--- src/design/ephp_consts.vh ---
// constants for the edge pulse handshake port
`ifndef EPHP_CONSTS_VH
`define EPHP_CONSTS_VH

// register byte offsets
`define EPHP_CTRL_OFF      8'h00
`define EPHP_ACKW_OFF      8'h04
`define EPHP_DELAY_OFF     8'h08
`define EPHP_OUT_OFF       8'h0C
`define EPHP_IN_OFF        8'h10
`define EPHP_STAT_OFF      8'h14

// control field positions
`define EPHP_CTRL_EN       0
`define EPHP_CTRL_DIR      1
`define EPHP_CTRL_LEAD     2
`define EPHP_CTRL_LATIN    3
`define EPHP_CTRL_LATOUT   4
`define EPHP_CTRL_REQPOL   5
`define EPHP_CTRL_ACKPOL   6
`define EPHP_CTRL_RST      7'h68

// status field positions
`define EPHP_STAT_INVAL    0
`define EPHP_STAT_OUTPEND  1
`define EPHP_STAT_ACK      2
`define EPHP_STAT_REQ      3
`define EPHP_STAT_SEEN     4

// timing
`define EPHP_CLK_NS        100
`define EPHP_TAA_TRAIL_NS  225
`define EPHP_TAA_LEAD_NS   125
`define EPHP_TRDO_NS       50
`define EPHP_CEIL_CYC(ns)  (((ns) + `EPHP_CLK_NS - 1) / `EPHP_CLK_NS)
`define EPHP_ACKW_RST      8'h03
`define EPHP_DELAY_RST     16'h0000

`endif

--- src/design/ephp_port.v ---
// edge pulse handshake parallel port with axi4-lite register access
//
// Decided for this implementation: the register addresses and register access over AXI4-Lite.
`timescale 1ns/1ps
`include "ephp_consts.vh"
//
// Overview of operation
// - trailing-edge input with request latching captures the word on the request trailing edge.
// - with request latching off, input is sampled at the acknowledge assertion edge.
// - trailing-edge output without request latching holds the word a minimum time after request ends.
// - trailing-edge output with request latching may change the word right after request ends.
// - leading-edge input starts with acknowledge off and waits for an active request first.
// - leading-edge input issues one acknowledge pulse each time the port can take a word.
// - in leading-edge mode the acknowledge pulse has a fixed width when request is already inactive.
// - in leading-edge mode acknowledge stays asserted while request is still active at the end of the pulse.
// - a programmable delay precedes every acknowledge assertion to throttle transfers.
// - trailing-edge input signals readiness with an acknowledge pulse of programmable width.
// - in leading-edge mode the rising edge of the partner pulse marks readiness.
module ephp_port #(
  parameter DW = 32
) (
  input  wire          aclk,
  input  wire          aresetn,
  input  wire [7:0]    s_axi_awaddr,
  input  wire          s_axi_awvalid,
  output reg           s_axi_awready,
  input  wire [31:0]   s_axi_wdata,
  input  wire [3:0]    s_axi_wstrb,
  input  wire          s_axi_wvalid,
  output reg           s_axi_wready,
  output reg  [1:0]    s_axi_bresp,
  output reg           s_axi_bvalid,
  input  wire          s_axi_bready,
  input  wire [7:0]    s_axi_araddr,
  input  wire          s_axi_arvalid,
  output reg           s_axi_arready,
  output reg  [31:0]   s_axi_rdata,
  output reg  [1:0]    s_axi_rresp,
  output reg           s_axi_rvalid,
  input  wire          s_axi_rready,
  input  wire          req_in,
  input  wire [DW-1:0] data_in,
  output reg           ack_out,
  output reg  [DW-1:0] data_out,
  output reg           data_oe
);

  localparam [2:0] S_IDLE  = 3'h0;
  localparam [2:0] S_DELAY = 3'h1;
  localparam [2:0] S_ACK   = 3'h2;
  localparam [2:0] S_WAIT  = 3'h3;
  localparam [2:0] S_HOLD  = 3'h4;

  localparam [15:0] LEAD_W_CYC = `EPHP_CEIL_CYC(`EPHP_TAA_LEAD_NS);
  localparam [15:0] HOLD_CYC   = `EPHP_CEIL_CYC(`EPHP_TRDO_NS);
  localparam [2:0]  SEL_NONE   = 3'h7;

  // register index from a byte address, SEL_NONE when unmapped
  function [2:0] reg_sel;
    input [7:0] addr;
    begin
      case (addr)
        `EPHP_CTRL_OFF:  reg_sel = 3'h0;
        `EPHP_ACKW_OFF:  reg_sel = 3'h1;
        `EPHP_DELAY_OFF: reg_sel = 3'h2;
        `EPHP_OUT_OFF:   reg_sel = 3'h3;
        `EPHP_IN_OFF:    reg_sel = 3'h4;
        `EPHP_STAT_OFF:  reg_sel = 3'h5;
        default:         reg_sel = SEL_NONE;
      endcase
    end
  endfunction

  // byte-lane merge of a write into a stored word
  function [31:0] wmerge;
    input [31:0] old;
    input [31:0] nw;
    input [3:0]  strb;
    integer i;
    begin
      wmerge = old;
      for (i = 0; i < 4; i = i + 1) begin
        if (strb[i])
          wmerge[i*8 +: 8] = nw[i*8 +: 8];
      end
    end
  endfunction

  reg  [6:0]    ctrl_q;
  reg  [7:0]    ackw_q;
  reg  [15:0]   delay_q;
  reg  [31:0]   out_word_q;
  reg  [31:0]   in_word_q;
  reg           in_valid_q;
  reg           out_pend_q;
  reg  [7:0]    aw_addr_q;
  reg  [31:0]   w_data_q;
  reg  [3:0]    w_strb_q;
  reg           aw_have_q;
  reg           w_have_q;

  reg           req_s1_q;
  reg           req_s2_q;
  reg           req_s3_q;
  reg  [DW-1:0] data_s1_q;
  reg  [DW-1:0] data_s2_q;
  reg  [2:0]    st_q;
  reg  [15:0]   cnt_q;
  reg           seen_q;
  reg           pend_q;
  reg           got_q;

  wire en       = ctrl_q[`EPHP_CTRL_EN];
  wire dir_out  = ctrl_q[`EPHP_CTRL_DIR];
  wire lead     = ctrl_q[`EPHP_CTRL_LEAD];
  wire latch_in = ctrl_q[`EPHP_CTRL_LATIN];
  wire latch_o  = ctrl_q[`EPHP_CTRL_LATOUT];
  wire req_pol  = ctrl_q[`EPHP_CTRL_REQPOL];
  wire ack_pol  = ctrl_q[`EPHP_CTRL_ACKPOL];

  // edge detection only looks at the second and third stages
  wire req_act  = req_s2_q ~^ req_pol;
  wire req_was  = req_s3_q ~^ req_pol;
  wire req_rise = req_act & ~req_was;
  wire req_fall = ~req_act & req_was;
  wire req_ev   = lead ? req_rise : req_fall;

  wire ready    = dir_out ? out_pend_q : ~in_valid_q;
  // no input transfer starts before the peripheral has shown itself once; output transfers do not wait for it
  wire go       = en & ready & (dir_out | seen_q);
  wire dly_done = (st_q == S_DELAY) && (cnt_q == 16'h0000);
  // a request edge can land while acknowledge is still held, so both states take it
  wire take_ev  = ((st_q == S_ACK) | (st_q == S_WAIT)) & req_ev & ~got_q;
  wire cap_lat  = take_ev & ~dir_out & latch_in;
  wire pend_set = ~dir_out & ~latch_in;
  wire [2:0] st_after = (dir_out && !latch_o) ? S_HOLD : S_IDLE;
  wire cap_ack  = dly_done & ~dir_out & ~latch_in & pend_q;
  wire load_out = (st_q == S_IDLE) & go & dir_out;
  wire [15:0] ackw_cnt = (ackw_q == 8'h00) ? 16'h0000 : {8'h00, ackw_q - 8'h01};

  wire [31:0] din_ext;
  wire [31:0] cur_out_ext;
  generate
    if (DW < 32) begin : g_pad
      assign din_ext     = {{(32 - DW){1'b0}}, data_s2_q};
      assign cur_out_ext = {{(32 - DW){1'b0}}, data_out};
    end else begin : g_full
      assign din_ext     = data_s2_q[31:0];
      assign cur_out_ext = data_out[31:0];
    end
  endgenerate

  wire [2:0] wsel = reg_sel(aw_addr_q);
  wire [2:0] rsel = reg_sel(s_axi_araddr);
  wire       ar_hs = s_axi_arvalid & s_axi_arready;
  wire       rd_in = ar_hs & (rsel == 3'h4);
  wire       do_wr = aw_have_q & w_have_q & ~s_axi_bvalid;

  wire [31:0] ctrl_wr  = wmerge({25'h0000000, ctrl_q}, w_data_q, w_strb_q);
  wire [31:0] ackw_wr  = wmerge({24'h000000, ackw_q}, w_data_q, w_strb_q);
  wire [31:0] delay_wr = wmerge({16'h0000, delay_q}, w_data_q, w_strb_q);
  wire [31:0] out_wr   = wmerge(out_word_q, w_data_q, w_strb_q);

  // register file and axi4-lite slave
  always @(posedge aclk) begin
    if (!aresetn) begin
      s_axi_awready <= 1'b1;
      s_axi_wready  <= 1'b1;
      s_axi_bvalid  <= 1'b0;
      s_axi_bresp   <= 2'h0;
      s_axi_arready <= 1'b1;
      s_axi_rvalid  <= 1'b0;
      s_axi_rresp   <= 2'h0;
      s_axi_rdata   <= 32'h0000_0000;
      aw_have_q     <= 1'b0;
      w_have_q      <= 1'b0;
      aw_addr_q     <= 8'h00;
      w_data_q      <= 32'h0000_0000;
      w_strb_q      <= 4'h0;
      ctrl_q        <= `EPHP_CTRL_RST;
      ackw_q        <= `EPHP_ACKW_RST;
      delay_q       <= `EPHP_DELAY_RST;
      out_word_q    <= 32'h0000_0000;
      out_pend_q    <= 1'b0;
      in_valid_q    <= 1'b0;
      in_word_q     <= 32'h0000_0000;
    end else begin
      if (s_axi_awvalid && s_axi_awready) begin
        aw_addr_q     <= s_axi_awaddr;
        aw_have_q     <= 1'b1;
        s_axi_awready <= 1'b0;
      end
      if (s_axi_wvalid && s_axi_wready) begin
        w_data_q     <= s_axi_wdata;
        w_strb_q     <= s_axi_wstrb;
        w_have_q     <= 1'b1;
        s_axi_wready <= 1'b0;
      end
      if (do_wr) begin
        s_axi_bvalid <= 1'b1;
        s_axi_bresp  <= (wsel == SEL_NONE) ? 2'h2 : 2'h0;
        case (wsel)
          3'h0:    ctrl_q     <= ctrl_wr[6:0];
          3'h1:    ackw_q     <= ackw_wr[7:0];
          3'h2:    delay_q    <= delay_wr[15:0];
          3'h3:    out_word_q <= out_wr;
          default: ;
        endcase
      end
      if (s_axi_bvalid && s_axi_bready) begin
        s_axi_bvalid  <= 1'b0;
        aw_have_q     <= 1'b0;
        w_have_q      <= 1'b0;
        s_axi_awready <= 1'b1;
        s_axi_wready  <= 1'b1;
      end
      // a word written in the cycle it is loaded stays pending: set wins
      out_pend_q <= (do_wr && wsel == 3'h3) | (out_pend_q & ~load_out);
      // a capture in the cycle of the clearing read wins over the read
      in_valid_q <= cap_lat | cap_ack | (in_valid_q & ~rd_in);
      if (cap_lat || cap_ack)
        in_word_q <= din_ext;
      if (ar_hs) begin
        s_axi_arready <= 1'b0;
        s_axi_rvalid  <= 1'b1;
        s_axi_rresp   <= (rsel == SEL_NONE) ? 2'h2 : 2'h0;
        case (rsel)
          3'h0:    s_axi_rdata <= {25'h0, ctrl_q};
          3'h1:    s_axi_rdata <= {24'h0, ackw_q};
          3'h2:    s_axi_rdata <= {16'h0, delay_q};
          3'h3:    s_axi_rdata <= cur_out_ext;
          3'h4:    s_axi_rdata <= in_word_q;
          3'h5:    s_axi_rdata <= {27'h0, seen_q, req_act, ack_out ~^ ack_pol,
                                   out_pend_q, in_valid_q};
          default: s_axi_rdata <= 32'h0000_0000;
        endcase
      end
      if (s_axi_rvalid && s_axi_rready) begin
        s_axi_rvalid  <= 1'b0;
        s_axi_arready <= 1'b1;
      end
    end
  end

  // handshake engine: delay, acknowledge pulse, then the request edge of the word
  always @(posedge aclk) begin
    if (!aresetn) begin
      req_s1_q  <= 1'b0;
      req_s2_q  <= 1'b0;
      req_s3_q  <= 1'b0;
      data_s1_q <= {DW{1'b0}};
      data_s2_q <= {DW{1'b0}};
      st_q      <= S_IDLE;
      cnt_q     <= 16'h0000;
      seen_q    <= 1'b0;
      pend_q    <= 1'b0;
      got_q     <= 1'b0;
      ack_out   <= 1'b0;
      data_out  <= {DW{1'b0}};
      data_oe   <= 1'b0;
    end else begin
      // pins are asynchronous: two stages before any logic reads them
      req_s1_q  <= req_in;
      req_s2_q  <= req_s1_q;
      req_s3_q  <= req_s2_q;
      data_s1_q <= data_in;
      data_s2_q <= data_s1_q;
      data_oe   <= en & dir_out;
      if (!en) begin
        st_q    <= S_IDLE;
        cnt_q   <= 16'h0000;
        seen_q  <= 1'b0;
        pend_q  <= 1'b0;
        got_q   <= 1'b0;
        ack_out <= ~ack_pol;
      end else begin
        case (st_q)
          S_IDLE: begin
            // the first request edge only announces the peripheral, it carries no word
            if (req_ev && !dir_out)
              seen_q <= 1'b1;
            if (go) begin
              st_q  <= S_DELAY;
              cnt_q <= delay_q;
              got_q <= 1'b0;
              if (dir_out)
                data_out <= out_word_q[DW-1:0];
            end
          end
          S_DELAY: begin
            if (cnt_q == 16'h0000) begin
              st_q    <= S_ACK;
              ack_out <= ack_pol;
              cnt_q   <= lead ? LEAD_W_CYC - 16'h0001 : ackw_cnt;
              pend_q  <= 1'b0;
            end else begin
              cnt_q <= cnt_q - 16'h0001;
            end
          end
          S_ACK: begin
            if (take_ev) begin
              got_q  <= 1'b1;
              pend_q <= pend_set;
            end
            if (cnt_q != 16'h0000) begin
              cnt_q <= cnt_q - 16'h0001;
            end else if (!(lead && req_act)) begin
              ack_out <= ~ack_pol;
              st_q    <= (got_q || take_ev) ? st_after : S_WAIT;
              cnt_q   <= HOLD_CYC;
            end
          end
          S_WAIT: begin
            if (take_ev) begin
              got_q  <= 1'b1;
              pend_q <= pend_set;
              st_q   <= st_after;
              cnt_q  <= HOLD_CYC;
            end
          end
          S_HOLD: begin
            // output word stays put for the hold time after the request ends
            if (cnt_q == 16'h0000)
              st_q <= S_IDLE;
            else
              cnt_q <= cnt_q - 16'h0001;
          end
          default: st_q <= S_IDLE;
        endcase
      end
    end
  end
endmodule // ephp_port

--- config.mk ---
export PLATFORM = sky130hd
export DESIGN_NAME = ephp_port
export DESIGN_NICKNAME = d
export VERILOG_FILES = /design/src/design/ephp_port.v
export VERILOG_INCLUDE_DIRS = /design/src /design/src/design
export SDC_FILE = /design/constraint.sdc
export NUM_CORES = 1
export LEC_CHECK = 0
export BUFFER_PORTS_ARGS = -buffer_cell sky130_fd_sc_hd__buf_2
export CAP_MARGIN = 5
export CORE_AREA = 2 2 149 151
export DETAILED_ROUTE_END_ITERATION = 16
export DIE_AREA = 0 0 151 153
export GPL_ROUTABILITY_DRIVEN = 0
export PLACE_DENSITY = 0.87
export SLEW_MARGIN = 20
export SYNTH_ARGS = -nofsm -noshare
export SYNTH_HDL_FRONTEND = slang
export SYNTH_SLANG_ARGS = --single-unit
--- constraint.sdc ---
create_clock -name aclk -period 2.7 [get_ports aclk]
set_input_delay 0.54 -clock aclk [delete_from_list [all_inputs] [get_ports aclk]]
set_output_delay 0.54 -clock aclk [all_outputs]
set_load 0.05 [all_outputs]
==> run summary <==
Arr. time, crit path: 2910 ps
CTS Buffer Depth: 3
Clock transition at path regs: 70 ps
CP max stage cell: o21ai_1
Nets: 1624
DR iter-0 viols: 909
Hold Crit Depth: 2
Syn Std Cell Area: 12100 sq um
Delay-heaviest family, CP: compound AO/OA/AOI/OAI gates
Final ANT Viol Nets: 0
Warnings from Yosys: 0
Most area-consuming cells after synthesis: dfxtp_1 (51%), nand2_1 (8.9%), a21oi_1 (6.4%)
Hold Fails Final Rpt: 0
# diodes: 0
Routed Wire Length: 32200 um
Starting Density: 56.1%
Reg2Reg Setup Slack: 210 ps
Core area: 21500 sq um
CP Class: flip-flop to flip-flop
H-Tree Level Count: 1
Num CTS Buffers: 29
First-pass GRT wire length: 51300 um
CTS Hold Bufs: 0
Max VDD drop: 589 uV
Final setup viols: 0
Final core occ: 65.8%
Pin count of the biggest net entering global routing: 137
Leak: 5.41 nW
Die Width: 151 um
Crit path launch type: flip-flop
Die Area: 23100 sq um
GR Overflow Total: 0
Slew Viols, Final: 0
Worst EP required: 3120 ps
Hold Path End: data_s1_q[30]$_SDFF_PN0_
CTS tree: done
Reg2Reg Depth: 7
Post-synth EDFFs: 0
Crit path cell chain: inv_1 -> ha_1 -> nor4b_2 -> and4_1 -> o21ai_1 -> a32oi_1 -> o31ai_1
Slew Limit Headroom: 53.8%
Post-synth top area share: 50.7%
Crit path largest cell delay: 580 ps
Crit. End Element: flip-flop
Min-delay worst type: primary input to flip-flop
Synth area leader: dfxtp_1
CTS resizes: 0
Period minus WS final: 2490 ps
Worst skew pair latency: 540 ps
Worst hold start: data_in[30]
Number of port buffers: 164
R2R Path End: cnt_q[10]$_SDFFE_PN0P_
Final period util: 92.2%
Synth Instances: 1400
Buf/Inv on CP: 1
Via Count: 10700
Root buffer cell: clkbuf_16
Area growth, synth to finish: 17.3%
# DRC: 0
Avg Cell Area, Syn: 8.61 sq um
Share of cells above drive strength 1: 17.3%
Vias per inst: 5.85
First-pass DRT Iterations: 8
Clock Skew: 11.6 ps
Row cnt: 54
Async set-or-reset flop fraction in the synthesized netlist: 0%
Vias in the first global route: 10200
RSZ-0062 raised after global routing: false
Fin worst setup slack: 210 ps
Gr usage total: 27.4%
Number of max-cap violations: 0
Routed WL per cell: 17.6 um
TritonCTS Sinks: 305
Status: complete, no violations
Post-DP HPWL: 21900 um
Netlist cell types: 80
Post-CTS setup buffers: 0
CP Max Fanout: 8
Most common flop cell mapped by yosys: dfxtp_1
Pre-CTS setup slack: -41.7 ps
DIE HEIGHT: 153 um
Initial antenna violation count: 0
Fmax: 402 MHz
Synthesis-stage register bit count: 305
Fraction of the yosys area taken by sequential cells: 50.7%
Worst-Margin Slew: 688 ps
Critical R2R Launch: cnt_q[0]$_SDFFE_PN0P_
P per Cell Area: 665 nW/um^2
# IOs: 167
Tot Pwr: 9.40 mW
cells in the final DEF (no fill, tap or decap), drive strengths merged, types with 7 or more instances in the layout:
cell,Yosys,final
o21ai,91,91
inv,10,10
clkbuf,59,37
nand3,78,78
a221oi,8,8
o211ai,7,7
nor4,7,7
xnor2,8,8
nor2,69,69
nand2,287,287
clkinv,0,7
dfxtp,305,305
a21oi,155,155
a22oi,19,19
buf,37,191
nand2b,7,7
nor3,14,14
a31oi,8,8
o21bai,8,8
and2,77,77
mux2i,49,49
synthesized netlist by cell type (all sizes together) (8+ instances only):
| cell type | n |
|---|---|
| xnor2 | 8 |
| mux2i | 49 |
| dfxtp | 305 |
| inv | 10 |
| and2 | 77 |
| clkbuf | 59 |
| nand3 | 78 |
| nand2 | 287 |
| a221oi | 8 |
| buf | 37 |
| a21oi | 155 |
| nor3 | 14 |
| o21bai | 8 |
| o21ai | 91 |
| nor2 | 69 |
| a22oi | 19 |
| a31oi | 8 |
state kept, by name (all words and copies together) (netlist names), 3 cells and up:
signal,flops
w_data_q,32
delay_q,16
in_word_q,32
st_q,3
ctrl_q,7
data_s1_q,32
cnt_q,16
w_strb_q,4
data_s2_q,32
out_word_q,32
aw_addr_q,8
ackw_q,8
s_axi_rdata,32
data_out,32
area by class of cell:
class                   count  area (sq um)
repair buffers            191          1140
inverters                  10          40.0
multi-input cells         990          5460
fillers                  1659          7350
clock buffers              37           806
flip-flops and latches    305          6110
well taps                 280           350
clock inverters            14           234
report_power, final:
group | leakage, nW | internal, mW | switching (mW) | total (mW)
clock | 0.510 | 2.68 | 1.70 | 4.38
sequential | 2.48 | 4.59 | 0.0665 | 4.66
combinational | 2.42 | 0.139 | 0.222 | 0.361
worst reg2reg max path, delay by kind of cell (launching register included):
kind | cells | cell delay (ps)
flops | 1 | 430
simple gates | 2 | 450
fa+ha+maj | 1 | 230
compound gates | 3 | 1150
buf+inv | 1 | 120
through the flow:
step	area [sq um]	std cells	hold WS [ps]	TNS [ps]
finish	14100	1827	206	0
floorplan	12100	1401	412	0
CTS	14100	1827	193	0
global route	14100	1827	195	0
global placement	13100	1776	414	0
detailed placement	13100	1776	421	-215
metal layers:
metal | vias up | GRT usage, % | share of wire (%)
met5 | - | 0 | 0
met2 | 537 | 47.0 | 49
met3 | 113 | 5.07 | 9.0
met1 | 4968 | 33.6 | 38
li1 | 5074 | - | -
met4 | 0 | 11.6 | 4.4
kinds of logic after synthesis:
family / count (synthesis) / share of synthesized area, %
buf+inv: 106 / 4.16
xor+xnor: 11 / 0.799
mux: 51 / 4.26
flops: 305 / 50.7
other cells: 1 / 0.0311
fa+ha+maj: 5 / 0.519
simple gates: 584 / 23.2
compound gates: 337 / 16.4
worst max path at each step:
stage                                startpoint                           end  depth (start not counted)
after floorplan                 s_axi_araddr[0]  s_axi_rdata[22]$_SDFFE_PN0P_                          9
after global placement          s_axi_araddr[0]   s_axi_rdata[8]$_SDFFE_PN0P_                          9
after detailed placement        s_axi_araddr[0]   s_axi_rdata[7]$_SDFFE_PN0P_                          9
after CTS                 cnt_q[0]$_SDFFE_PN0P_    in_word_q[18]$_SDFFE_PN0P_                          9
after global routing      cnt_q[0]$_SDFFE_PN0P_        cnt_q[10]$_SDFFE_PN0P_                          7
final                     cnt_q[0]$_SDFFE_PN0P_        cnt_q[10]$_SDFFE_PN0P_                          7
(Power assumes the default switching activity.)
